<file path="config.mk">
export PLATFORM = sky130hd
export DESIGN_NAME = apcrb_top
export DESIGN_NICKNAME = d
export VERILOG_FILES = /design/src/rtl/apcrb_pkg.sv /design/src/rtl/apcrb_cal_if.sv /design/src/rtl/apcrb_top.sv /design/src/rtl/apcrb_cal_mem.sv
export VERILOG_INCLUDE_DIRS = /design/src /design/src/rtl
export SDC_FILE = /design/constraint.sdc
export NUM_CORES = 1
export LEC_CHECK = 0
export BUFFER_PORTS_ARGS = -buffer_cell sky130_fd_sc_hd__buf_2
export CORE_ASPECT_RATIO = 0.8
export CORE_MARGIN = 3
export CORE_UTILIZATION = 55
export CTS_BUF_LIST = sky130_fd_sc_hd__clkbuf_16
export DETAILED_ROUTE_END_ITERATION = 10
export HOLD_SLACK_MARGIN = 0.02
export MAX_ROUTING_LAYER = met4
export PLACE_DENSITY = 0.75
export SYNTH_ARGS = -nofsm -noshare
export SYNTH_HDL_FRONTEND = slang
export SYNTH_SLANG_ARGS = --single-unit
</file>
<file path="constraint.sdc">
create_clock -name clock -period 1.41 [get_ports clock]
set_input_delay 0.141 -clock clock [delete_from_list [all_inputs] [get_ports clock]]
set_output_delay 0.141 -clock clock [all_outputs]
set_load 0.1 [all_outputs]
</file>
<file path="src/rtl/apcrb_regs.svh">
`ifndef APCRB_REGS_SVH
`define APCRB_REGS_SVH

// ----------------------------------------------------------------------------
// Register offsets
// ----------------------------------------------------------------------------
`define APCRB_ADDR_PIN_CFG     8'h06
`define APCRB_ADDR_PART_ID     8'h07
`define APCRB_ADDR_OFS0        8'h08
`define APCRB_ADDR_OFS1        8'h09
`define APCRB_ADDR_OFS2        8'h0a
`define APCRB_ADDR_OFS3        8'h0b
`define APCRB_ADDR_CHANNEL_ZERO_GAIN_VALUE       8'h0c
`define APCRB_ADDR_CHANNEL_ONE_GAIN_VALUE       8'h0d
`define APCRB_ADDR_CHANNEL_TWO_GAIN_VALUE       8'h0e
`define APCRB_ADDR_CHANNEL_THREE_GAIN_VALUE       8'h0f
`define APCRB_ADDR_IRQ_STATUS  8'h10
`define APCRB_ADDR_IRQ_MASK    8'h11
`define APCRB_ADDR_CONV_STATUS 8'h12

// ----------------------------------------------------------------------------
// Field positions and reset values
// ----------------------------------------------------------------------------
`define APCRB_PIN_CFG_RST      16'h0800
`define APCRB_PIN_CFG_WMASK    16'h0e00
`define APCRB_SYNC_EN_BIT      11
`define APCRB_FMODE_MSB        10
`define APCRB_FMODE_LSB        9
`define APCRB_OFS_RST          24'h800000
`define APCRB_GAIN_RST         24'h500000
`define APCRB_IRQ_FAULT_BIT    0
`define APCRB_IRQ_START_BIT    1
`define APCRB_IRQ_W            2
`define APCRB_CONV_FAULT_BIT   0
`define APCRB_CONV_HOLD_BIT    1

`endif

</file>
<file path="src/rtl/apcrb_pkg.sv">
package apcrb_pkg;

  typedef enum logic [1:0] {
    FM_OFF,
    FM_IN,
    FM_OUT,
    FM_RSVD
  } apcrb_fault_mode_e;

  typedef enum logic {
    CV_RUN,
    CV_HOLD
  } apcrb_conv_state_e;

  typedef logic [23:0] apcrb_word_t;
  typedef logic [2:0]  apcrb_cal_idx_t;

endpackage

</file>
<file path="src/rtl/apcrb_cal_if.sv">
`timescale 1ns/1ps

interface apcrb_cal_if;
  import apcrb_pkg::*;

  logic           wr_en;
  apcrb_cal_idx_t wr_idx;
  apcrb_word_t    wr_data;
  logic           rd_en;
  apcrb_cal_idx_t rd_idx;
  apcrb_word_t    rd_q;
  logic [1:0]     ch_sel;
  apcrb_word_t    ch_offset;
  apcrb_word_t    ch_gain;

  modport ctrl (output wr_en, wr_idx, wr_data, rd_en, rd_idx, ch_sel,
                input  rd_q, ch_offset, ch_gain);
  modport mem  (input  wr_en, wr_idx, wr_data, rd_en, rd_idx, ch_sel,
                output rd_q, ch_offset, ch_gain);
endinterface

</file>
<file path="src/rtl/apcrb_top.sv">
// How it works
// - Alignment enable bit 11, reset one, lets the alignment pin hold the converter.
// - Conversions restart on pin release so shared-pin devices start together.
// - Fault mode 01 ORs the fault pin with internal errors into the fault flag.
// - Fault mode 10 drives the pin open-drain low; 00 disables it; 11 reserved.
// - Pin config at 0x6 resets to 0x0800; reserved bits read zero.
// - Identity at 0x7 is read-only and returns a fixed 16-bit code.
// - Lowest identity digit is the silicon revision; hosts compare upper digits.
// - Channel 0 offset at 0x8, 24 bits, resets 0x800000, applied to conversions.
// - Offsets for channels 1 to 3 at 0x9 to 0xb, reset 0x800000.
// - Channel 0 gain at 0xc resets to its factory trim and is applied.
// - Gains for channels 1 to 3 at 0xd to 0xf reset to trim.
`timescale 1ns/1ps
`include "apcrb_regs.svh"

module apcrb_top
  import apcrb_pkg::*;
#(
  parameter logic [11:0] PART_CODE   = 12'h5a3,      // Arbitrary value.
  parameter logic [3:0]  SILICON_REV = 4'h1,         // Arbitrary value.
  parameter apcrb_word_t GAIN_TRIM0  = `APCRB_GAIN_RST,
  parameter apcrb_word_t GAIN_TRIM1  = `APCRB_GAIN_RST,
  parameter apcrb_word_t GAIN_TRIM2  = `APCRB_GAIN_RST,
  parameter apcrb_word_t GAIN_TRIM3  = `APCRB_GAIN_RST
)(
  input  wire logic        clock,         // System clock, 50 MHz.
  input  wire logic        arst_n,        // Asynchronous reset, active low.
  input  wire logic [7:0]  reg_addr,      // Register address.
  input  wire logic [23:0] reg_wdata,     // Register write data.
  input  wire logic        reg_wr,        // Write strobe.
  input  wire logic        reg_rd,        // Read strobe.
  output logic      [23:0] reg_rdata,     // Read data, cycle after the read strobe.
  input  wire logic        sync_n_pin,    // Conversion alignment pin, active low.
  input  wire logic        fault_pin_i,   // Fault pad level, low flags a fault.
  output logic             fault_pin_o,   // Fault pin drive value.
  output logic             fault_pin_oe,  // Fault pin output enable.
  input  wire logic        adc_err_int,   // Internal converter error, same clock.
  input  wire logic [1:0]  conv_chan,     // Channel whose calibration is wanted.
  output apcrb_word_t      conv_offset,   // Offset for that channel.
  output apcrb_word_t      conv_gain,     // Gain for that channel.
  output logic             conv_hold,     // Holds converter and filter in reset.
  output logic             conv_start,    // One-cycle pulse when conversions start.
  output logic             adc_fault,     // Converter fault flag.
  output logic             irq            // Interrupt, active high level.
);

  localparam logic [15:0] PART_ID = {PART_CODE, SILICON_REV};

  apcrb_cal_if cal ();

  logic [15:0]             pin_cfg_r;
  logic                    sync_s1_r;
  logic                    sync_s2_r;
  logic                    fault_s1_r;
  logic                    fault_s2_r;
  apcrb_conv_state_e       cv_state_r;
  apcrb_conv_state_e       cv_state_nxt;
  logic                    conv_start_r;
  logic                    adc_fault_r;
  logic                    adc_fault_nxt;
  logic                    fault_drive_r;
  logic [`APCRB_IRQ_W-1:0] irq_status_r;
  logic [`APCRB_IRQ_W-1:0] irq_mask_r;
  logic [`APCRB_IRQ_W-1:0] irq_event;
  logic [23:0]             rdata_local_r;
  logic                    rd_mem_r;
  logic                    sync_en;
  apcrb_fault_mode_e       fault_mode;
  logic                    cal_sel;

  assign sync_en    = pin_cfg_r[`APCRB_SYNC_EN_BIT];
  assign fault_mode = apcrb_fault_mode_e'(pin_cfg_r[`APCRB_FMODE_MSB:`APCRB_FMODE_LSB]);
  assign cal_sel    = (reg_addr[7:3] == 5'h01);

  // --------------------------------------------------------------------------
  // Pin configuration register
  // --------------------------------------------------------------------------
  always_ff @(posedge clock or negedge arst_n)
  begin
    if (!arst_n)
      pin_cfg_r <= `APCRB_PIN_CFG_RST;
    else if (reg_wr && (reg_addr == `APCRB_ADDR_PIN_CFG))
      pin_cfg_r <= reg_wdata[15:0] & `APCRB_PIN_CFG_WMASK;
  end

  // --------------------------------------------------------------------------
  // Pin synchronisers
  // --------------------------------------------------------------------------
  always_ff @(posedge clock or negedge arst_n)
  begin
    if (!arst_n)
    begin
      sync_s1_r  <= 1'b1;
      sync_s2_r  <= 1'b1;
      fault_s1_r <= 1'b1;
      fault_s2_r <= 1'b1;
    end
    else
    begin
      sync_s1_r  <= sync_n_pin;
      sync_s2_r  <= sync_s1_r;
      fault_s1_r <= fault_pin_i;
      fault_s2_r <= fault_s1_r;
    end
  end

  // --------------------------------------------------------------------------
  // Conversion hold and start
  // --------------------------------------------------------------------------
  always_comb
  begin
    cv_state_nxt = cv_state_r;
    case (cv_state_r)
      CV_RUN:
        if (sync_en && !sync_s2_r)
          cv_state_nxt = CV_HOLD;
      CV_HOLD:
        if (!sync_en || sync_s2_r)
          cv_state_nxt = CV_RUN;
      default:
        cv_state_nxt = CV_RUN;
    endcase
  end

  always_ff @(posedge clock or negedge arst_n)
  begin
    if (!arst_n)
      cv_state_r <= CV_RUN;
    else
      cv_state_r <= cv_state_nxt;
  end

  // A start pulse marks the release so every device on a shared pin restarts on the same edge.
  always_ff @(posedge clock or negedge arst_n)
  begin
    if (!arst_n)
      conv_start_r <= 1'b0;
    else
      conv_start_r <= (cv_state_r == CV_HOLD) && (cv_state_nxt == CV_RUN);
  end

  assign conv_hold  = (cv_state_r == CV_HOLD);
  assign conv_start = conv_start_r;

  // --------------------------------------------------------------------------
  // Fault pin modes
  // --------------------------------------------------------------------------
  // The shared pad idles high through its pull-up, so a low level is a fault.
  always_comb
  begin
    case (fault_mode)
      FM_IN:
        adc_fault_nxt = adc_err_int || !fault_s2_r;
      default:
        adc_fault_nxt = adc_err_int;
    endcase
  end

  always_ff @(posedge clock or negedge arst_n)
  begin
    if (!arst_n)
      adc_fault_r <= 1'b0;
    else
      adc_fault_r <= adc_fault_nxt;
  end

  // The reserved mode is treated as disabled so the pin never floats into a drive.
  always_ff @(posedge clock or negedge arst_n)
  begin
    if (!arst_n)
      fault_drive_r <= 1'b0;
    else
      fault_drive_r <= (fault_mode == FM_OUT) && adc_err_int;
  end

  assign adc_fault    = adc_fault_r;
  assign fault_pin_o  = 1'b0;
  assign fault_pin_oe = fault_drive_r;

  // --------------------------------------------------------------------------
  // Interrupt status and mask
  // --------------------------------------------------------------------------
  always_comb
  begin
    irq_event                       = '0;
    irq_event[`APCRB_IRQ_FAULT_BIT] = adc_fault_nxt && !adc_fault_r;
    irq_event[`APCRB_IRQ_START_BIT] = (cv_state_r == CV_HOLD) && (cv_state_nxt == CV_RUN);
  end

  // A new event in the cycle of its clear keeps the bit set.
  always_ff @(posedge clock or negedge arst_n)
  begin
    if (!arst_n)
      irq_status_r <= '0;
    else if (reg_wr && (reg_addr == `APCRB_ADDR_IRQ_STATUS))
      irq_status_r <= (irq_status_r & ~reg_wdata[`APCRB_IRQ_W-1:0]) | irq_event;
    else
      irq_status_r <= irq_status_r | irq_event;
  end

  always_ff @(posedge clock or negedge arst_n)
  begin
    if (!arst_n)
      irq_mask_r <= '0;
    else if (reg_wr && (reg_addr == `APCRB_ADDR_IRQ_MASK))
      irq_mask_r <= reg_wdata[`APCRB_IRQ_W-1:0];
  end

  assign irq = |(irq_status_r & irq_mask_r);

  // --------------------------------------------------------------------------
  // Calibration store
  // --------------------------------------------------------------------------
  assign cal.wr_en   = reg_wr && cal_sel;
  assign cal.wr_idx  = reg_addr[2:0];
  assign cal.wr_data = reg_wdata;
  assign cal.rd_en   = reg_rd && cal_sel;
  assign cal.rd_idx  = reg_addr[2:0];
  assign cal.ch_sel  = conv_chan;

  apcrb_cal_mem #(
    .GAIN_TRIM0 (GAIN_TRIM0),
    .GAIN_TRIM1 (GAIN_TRIM1),
    .GAIN_TRIM2 (GAIN_TRIM2),
    .GAIN_TRIM3 (GAIN_TRIM3)
  ) u_cal_mem (
    .clock  (clock),
    .arst_n (arst_n),
    .cal    (cal)
  );

  assign conv_offset = cal.ch_offset;
  assign conv_gain   = cal.ch_gain;

  // --------------------------------------------------------------------------
  // Read path
  // --------------------------------------------------------------------------
  always_ff @(posedge clock or negedge arst_n)
  begin
    if (!arst_n)
      rd_mem_r <= 1'b0;
    else
      rd_mem_r <= reg_rd && cal_sel;
  end

  // The identity register has no write path at all, so a write there is dropped.
  always_ff @(posedge clock or negedge arst_n)
  begin
    if (!arst_n)
      rdata_local_r <= 24'h000000;
    else if (!reg_rd)
      rdata_local_r <= 24'h000000;
    else if (reg_addr == `APCRB_ADDR_PIN_CFG)
      rdata_local_r <= {8'h00, pin_cfg_r};
    else if (reg_addr == `APCRB_ADDR_PART_ID)
      rdata_local_r <= {8'h00, PART_ID};
    else if (reg_addr == `APCRB_ADDR_IRQ_STATUS)
      rdata_local_r <= {22'h000000, irq_status_r};
    else if (reg_addr == `APCRB_ADDR_IRQ_MASK)
      rdata_local_r <= {22'h000000, irq_mask_r};
    else if (reg_addr == `APCRB_ADDR_CONV_STATUS)
      rdata_local_r <= {22'h000000, conv_hold, adc_fault_r};
    else
      rdata_local_r <= 24'h000000;
  end

  assign reg_rdata = rd_mem_r ? cal.rd_q : rdata_local_r;
endmodule

</file>
<file path="src/rtl/apcrb_cal_mem.sv">
`timescale 1ns/1ps
`include "apcrb_regs.svh"

module apcrb_cal_mem
  import apcrb_pkg::*;
#(
  parameter apcrb_word_t GAIN_TRIM0 = `APCRB_GAIN_RST,
  parameter apcrb_word_t GAIN_TRIM1 = `APCRB_GAIN_RST,
  parameter apcrb_word_t GAIN_TRIM2 = `APCRB_GAIN_RST,
  parameter apcrb_word_t GAIN_TRIM3 = `APCRB_GAIN_RST
)(
  input wire logic    clock,   // System clock.
  input wire logic    arst_n,  // Asynchronous reset, active low.
  apcrb_cal_if.mem    cal      // Calibration access from the register bank.
);

  localparam apcrb_word_t GAIN_TRIM [4] = '{GAIN_TRIM0, GAIN_TRIM1, GAIN_TRIM2, GAIN_TRIM3};

  apcrb_word_t mem_r [8];
  apcrb_word_t rd_q_r;
  apcrb_word_t ch_offset_r;
  apcrb_word_t ch_gain_r;

  // --------------------------------------------------------------------------
  // Storage: entries 0 to 3 hold offsets, 4 to 7 hold gains.
  // --------------------------------------------------------------------------
  for (genvar i = 0; i < 8; i++)
  begin : g_entry
    always_ff @(posedge clock or negedge arst_n)
    begin
      if (!arst_n)
        mem_r[i] <= (i < 4) ? `APCRB_OFS_RST : GAIN_TRIM[i % 4];
      else if (cal.wr_en && (cal.wr_idx == 3'(i)))
        mem_r[i] <= cal.wr_data;
    end
  end

  // --------------------------------------------------------------------------
  // Registered read ports for software and for the conversion path.
  // --------------------------------------------------------------------------
  always_ff @(posedge clock or negedge arst_n)
  begin
    if (!arst_n)
      rd_q_r <= 24'h000000;
    else if (cal.rd_en)
      rd_q_r <= mem_r[cal.rd_idx];
  end

  always_ff @(posedge clock or negedge arst_n)
  begin
    if (!arst_n)
    begin
      ch_offset_r <= `APCRB_OFS_RST;
      ch_gain_r   <= GAIN_TRIM0;
    end
    else
    begin
      ch_offset_r <= mem_r[{1'b0, cal.ch_sel}];
      ch_gain_r   <= mem_r[{1'b1, cal.ch_sel}];
    end
  end

  assign cal.rd_q      = rd_q_r;
  assign cal.ch_offset = ch_offset_r;
  assign cal.ch_gain   = ch_gain_r;
endmodule

</file>
Yosys cells after proc, flatten, opt, wreduce, memory -nomap -nowiden
Index checks and enable logic that the tools add are counted.
Cells by class
  $lt $le $gt $ge: 3
  equal/unequal tests: 15
  multiplexer cells: 21
  bitwise gates (word level): 10
  reductions and logical operators: 25
Operators with widths (number)
  binary-select mux 24 bit (select 3 bit): 3
  2-to-1 mux 24 bit: 9
  equality test 8 x 5 -> 1 bit, second input constant: 3
  logical AND 1 bit: 17
  equality test 8 x 3 -> 1 bit, second input constant: 2
  2-to-1 mux 15 bit: 1
  equality test 3 bit, second input constant: 4
  >= comparator 4 bit, second input constant: 3
  2-to-1 mux 2 bit: 4
  NOT 3 -> 4 bit: 2
  equality test 3 x 2 -> 1 bit, second input constant: 2
  equality test 5 x 1 -> 1 bit, second input constant: 1
  AND 2 bit: 2
  zero test 1 bit: 4
  NOT 2 -> 4 bit: 1
  bitwise OR 2 bit: 2
  equality test 3 x 1 -> 1 bit, second input constant: 1
  zero test 3 bit: 1
  2-to-1 mux 1 bit: 3
  equality test 2 x 1 -> 1 bit, second input constant: 1
  equality test 2 bit, second input constant: 1
  logical OR 1 bit: 2
  NOT 1 bit: 2
  NOT 2 bit: 1
  other kinds (2): 2
Word-level totals
  bits in registers: 304
  input port bits: 41
  word-level logic and storage cells: 98

Longest topological paths before layout
  word-level depth: 8
  gate-level depth with buffers: 7

Modules after synthesis
A second synthesis with hierarchy kept.
Unflattened totals
  cell total of the unflattened synthesis: 900
  area, all modules: 13250.2 um^2
Modules (own cells, without submodules)
  apcrb_cal_mem: times used 1, cells an instance 795, area each 12144.1 um^2, sequential area each 6625.1 um^2
  apcrb_top: times used 1, cells an instance 105, area each 1106.1 um^2, sequential area each 556.8 um^2

Worst setup path before layout
No wires, ideal clock.
  path type: reg2out
  from: register rd_mem_r
  to: output port reg_rdata[17]
  arrival: 1.546 ns
  data required time: 1.269 ns
  setup slack: -0.277 ns
  stages on the path, launching flop included: 4
  cells stage by stage: dfrtp_1 > clkbuf_1 > clkbuf_1 > and2_1
Between the ends
  longest elaborated chain between the ends: 1
Ends and longest elaborated chain
  start: declaration: RTL line apcrb_top.sv:66  | logic rd_mem_r;
  start signal: assignment: RTL line apcrb_top.sv:243  | rd_mem_r <= reg_rd && cal_sel;
  2-to-1 mux 24 bit: RTL line apcrb_top.sv:267  | assign reg_rdata = rd_mem_r ? cal.rd_q : rdata_local_r;
  end: declaration: RTL line apcrb_top.sv:32  | output logic [23:0] reg_rdata,
No other way between the ends.

Worst setup path after layout
  from: register rd_mem_r
  to: output port reg_rdata[11]
Same word-level chain as after synthesis.

==> impl_table.tex <==
\begin{tabular}{lr}
\hline
Metric & Value \\
\hline
\multicolumn{2}{l}{\textbf{Run status}} \\
Run status & complete, but fails checks \\
Violations in the final reports & negative setup slack \\
\multicolumn{2}{l}{\textbf{Setup path}} \\
Sequence of cells on the critical path & buf\_12, mux2\_4, buf\_12 \\
Buffering stage count on the worst path with inverters included & 2 \\
Beginning of the worst register-to-register path & fault\_s2\_r\$\_DFF\_PN1\_ \\
Cell at the slowest stage of the critical path & sky130\_fd\_sc\_hd\_\_dfrtp\_2 \\
Internal reg-to-reg setup slack & 0.32 ns \\
Maximum fanout count along the critical path & 9 \\
Worst Setup Path Type & flop to primary output \\
Terminus of the critical flop-to-flop path & irq\_status\_r[0]\$\_DFF\_PN0\_ \\
Largest delay share family, worst path & flip-flops \\
Crit start category & flop \\
Arrival time reported for the critical path endpoint & 1.63 ns \\
R2R depth & 3 \\
Library cell appearing most often on the critical path & sky130\_fd\_sc\_hd\_\_buf\_12 \\
Endpoint kind of the worst setup timing path & primary output \\
Worst path max stage delay & 0.43 ns \\
Crit path required time & 1.27 ns \\
\multicolumn{2}{l}{\textbf{Hold path}} \\
Source of the worst hold timing path & reg\_addr[1] \\
Class of the tightest hold or removal check & input pin to flop \\
Hold Crit Depth & 4 \\
Min-Delay Endpoint & rdata\_local\_r[9]\$\_DFF\_PN0\_ \\
\multicolumn{2}{l}{\textbf{GRT}} \\
Aggregate global-route resource usage & 26.82\% \\
Number of antenna violations at the first check in global routing & 0 \\
First-pass GRT wire length & 51.01 mm \\
Number of global-route vias before repair & 8892 \\
Aggregate global routing overflow & 0 \\
Pin count of the biggest net entering global routing & 50 \\
\multicolumn{2}{l}{\textbf{Routing}} \\
Number of detailed-routing iterations run before antenna repair & 4 \\
Starting DRT DRC Count & 557 \\
Via density & 6.072 \\
Final routed DRC violation total & 0 \\
Post-detailed-route wirelength per cell & 23.15 um \\
Number of nets still failing antenna checks after routing & 0 \\
Total wire length after detailed routing & 32.52 mm \\
Via count & 8531 \\
\multicolumn{2}{l}{\textbf{Synth}} \\
Area share of the leading cell type in the synthesized netlist & 51.11\% \\
Register bit total from synthesis & 286 \\
Total of warnings raised by yosys & 0 \\
Net Count, Synth & 936 \\
Library cells used by synthesis & 34 \\
Area of the mapped netlist & 13020 um2 \\
Most instantiated library cell after synthesis & sky130\_fd\_sc\_hd\_\_dfrtp\_1 \\
Number of enable flip-flop cells after synthesis & 0 \\
Sequential element share of the synthesized area & 55.14\% \\
Most common library cells after synthesis & sky130\_fd\_sc\_hd\_\_dfrtp\_1, sky130\_fd\_sc\_hd\_\_mux2\_2, sky130\_fd\_sc\_hd\_\_mux2i\_1 \\
Top cells by area, synth & sky130\_fd\_sc\_hd\_\_dfrtp\_1, sky130\_fd\_sc\_hd\_\_mux2\_2, sky130\_fd\_sc\_hd\_\_mux4\_2 \\
Dominant register cell in the synthesized netlist & sky130\_fd\_sc\_hd\_\_dfrtp\_1 \\
Synthesized netlist cell count & 895 \\
Async set-or-reset flop fraction in the synthesized netlist & 100.0\% \\
Leading area contributor after synthesis & sky130\_fd\_sc\_hd\_\_dfrtp\_1 \\
Mean instance size in the synthesized netlist & 14.55 um2 \\
\multicolumn{2}{l}{\textbf{STA}} \\
Final hold violations & 0 \\
Shortest clock period the worst path allows after layout & 1.770 ns \\
Final setup violation count & 25 \\
Fin. max-slew vios & 0 \\
Peak clock frequency supported by timing & 565.0 MHz \\
Worst Clk Skew & 0.007568 ns \\
Fraction of the cycle the final worst path needs & 125.5\% \\
Final setup margin & -0.3601 ns \\
Setup repair after global routing missed its margin & true \\
\multicolumn{2}{l}{\textbf{Place}} \\
Final HPWL from detailed placement & 21.00 mm \\
Post-placement cell area & 14900 um2 \\
Final Wtd Congestion & 0.8208 \\
Quantity of I/O buffers inserted on ports & 117 \\
Pre-CTS setup slack & -0.3929 ns \\
\multicolumn{2}{l}{\textbf{Floorplanning}} \\
Core Rows & 49 \\
Width of the die & 178.0 um \\
DIE HEIGHT & 143.6 um \\
DIE AREA & 25570 um2 \\
Number of I/O pins & 119 \\
Initial core utilization & 56.95\% \\
Core footprint & 22870 um2 \\
\multicolumn{2}{l}{\textbf{Power}} \\
Pwr dens & 1160 nW/um2 \\
Switch share & 26.00\% \\
Logic pwr share & 13.1\% \\
Standby leakage power & 8.043 nW \\
Maximum vdd drop & 1058 uV \\
Sequential share of power & 47.4\% \\
Clock group share of total power & 39.4\% \\
Switching power & 4.952 mW \\
Internal cell power & 14.10 mW \\
\multicolumn{2}{l}{\textbf{Clocking}} \\
Root cell of the clock tree & sky130\_fd\_sc\_hd\_\_clkbuf\_16 \\
Clock Sink Count & 286 \\
Maximum level of the CTS H-tree & 1 \\
Longest Clk Path Bufs & 3 \\
Clock transition at the registers of the reported paths & 0.06 ns \\
Clock insertion delay at the later pin of the skew report & 0.54 ns \\
Number of CTS-inserted buffers & 28 \\
TritonCTS clock tree & yes \\
\multicolumn{2}{l}{\textbf{Flow run}} \\
MaxCap Viol Count & 0 \\
\multicolumn{2}{l}{\textbf{Cells and area}} \\
Post-layout instance area & 16420 um2 \\
\# diodes & 0 \\
Final core utilization & 71.80\% \\
Post-layout nets & 1121 \\
Layout overhead on the synthesized area & 26.06\% \\
Fraction of final layout cells with drive strength greater than 1 & 48.77\% \\
\hline
\end{tabular}
[flip-flops by register name, indices dropped and copies added, names as in the netlist, 2 cells and up]
signal	flops
irq_mask_r	2
irq_status_r	2
u_cal_mem.mem_r	192
u_cal_mem.cal.ch_gain	24
u_cal_mem.cal.ch_offset	24
u_cal_mem.cal.rd_q	24
rdata_local_r	6
pin_cfg_r	3
[worst reg2reg max path, delay by kind of cell, from the launching register on]
family,cells,cell delay (ns)
flops,1,0.52
compound gates,2,0.42
simple gates,1,0.04
[cells in the final DEF (no fill, tap or decap), types with 10 or more instances in the layout]
cell / count
sky130_fd_sc_hd__buf_2: 37
sky130_fd_sc_hd__a22oi_1: 48
sky130_fd_sc_hd__nand2_1: 54
sky130_fd_sc_hd__buf_4: 94
sky130_fd_sc_hd__and2_4: 15
sky130_fd_sc_hd__dlygate4sd3_1: 27
sky130_fd_sc_hd__buf_12: 53
sky130_fd_sc_hd__dfrtp_1: 263
sky130_fd_sc_hd__dfstp_2: 20
sky130_fd_sc_hd__clkbuf_16: 29
sky130_fd_sc_hd__mux4_2: 48
sky130_fd_sc_hd__mux2i_1: 98
sky130_fd_sc_hd__mux2_2: 193
sky130_fd_sc_hd__nor2_1: 10
sky130_fd_sc_hd__nand3_1: 27
[what timing repair did]
item                                    in CTS  in global routing
pin swaps                                    1                  0
cloned                                       1                  0
hold endpoints to repair                   454                  0
hold buffers                                27                  0
endpoints found under the setup margin      77                 28
buffers inserted                             6                  1
gates resized for setup                     92                  6
[routing by layer]
metal / GRT usage (%) / part of all wire (%)
met5: - / 0
met4: 6.031 / 2.2
met3: 4.781 / 6.4
met2: 41.27 / 47
met1: 37.90 / 44
[area by class of cell]
class	instances	area, um2
Clock buffer	29	725.7
Clock inverter	20	192.7
Multi-Input combinational cell	547	5637
Inverter	2	7.507
Fill cell	1482	6450
Timing Repair Buffer	215	2287
Tap cell	306	382.9
Sequential cell	286	7186
[through the flow]
stage               hold slack [ns]  setup TNS [ns]  std cells  total power, mW
floorplan                   -0.1546          -35.90        895            10.64
global placement            0.05472          -65.67       1322            11.44
detailed placement          0.05722          -67.66       1322            11.50
CTS                         0.02177          -7.912       1405            19.16
global route                0.04997          -8.591       1405            19.71
finish                      0.04732          -7.850       1405            19.05
[logic make-up (layout without fill, tap and decap cells)]
group	count (synthesis)	in the layout	share of synthesized area, %
AO/OA/AOI/OAI	55	55	3.190
buffers and inverters	62	266	2.584
flip-flops	286	286	55.14
multiplexers	348	348	33.30
other	1	1	0.02879
AND/OR/NAND/NOR	143	143	5.755
[power groups by stage]
stage	clock, mW	combinational (mW)	sequential [mW]
floorplan	0	0.990	9.65
global placement	0	2.32	9.12
detailed placement	0	2.36	9.14
CTS	7.63	2.51	9.02
global route	7.96	2.66	9.08
finish	7.51	2.50	9.03
[worst max-delay path by stage]
stage                             from                                to  slack [ns]  cells past startpoint
floorplan                  reg_addr[5]  u_cal_mem.mem_r[174]$_DFFE_PN0P_       -0.23                      5
global placement           reg_addr[5]  u_cal_mem.mem_r[176]$_DFFE_PN0P_       -0.37                      7
detailed placement         reg_addr[5]  u_cal_mem.mem_r[177]$_DFFE_PN0P_       -0.39                      7
CTS                 rd_mem_r$_DFF_PN0_                      reg_rdata[9]       -0.37                      3
global route        rd_mem_r$_DFF_PN0_                      reg_rdata[0]       -0.39                      3
finish              rd_mem_r$_DFF_PN0_                     reg_rdata[11]       -0.36                      3
No activity file was read; power rests on OpenSTA's default activity.
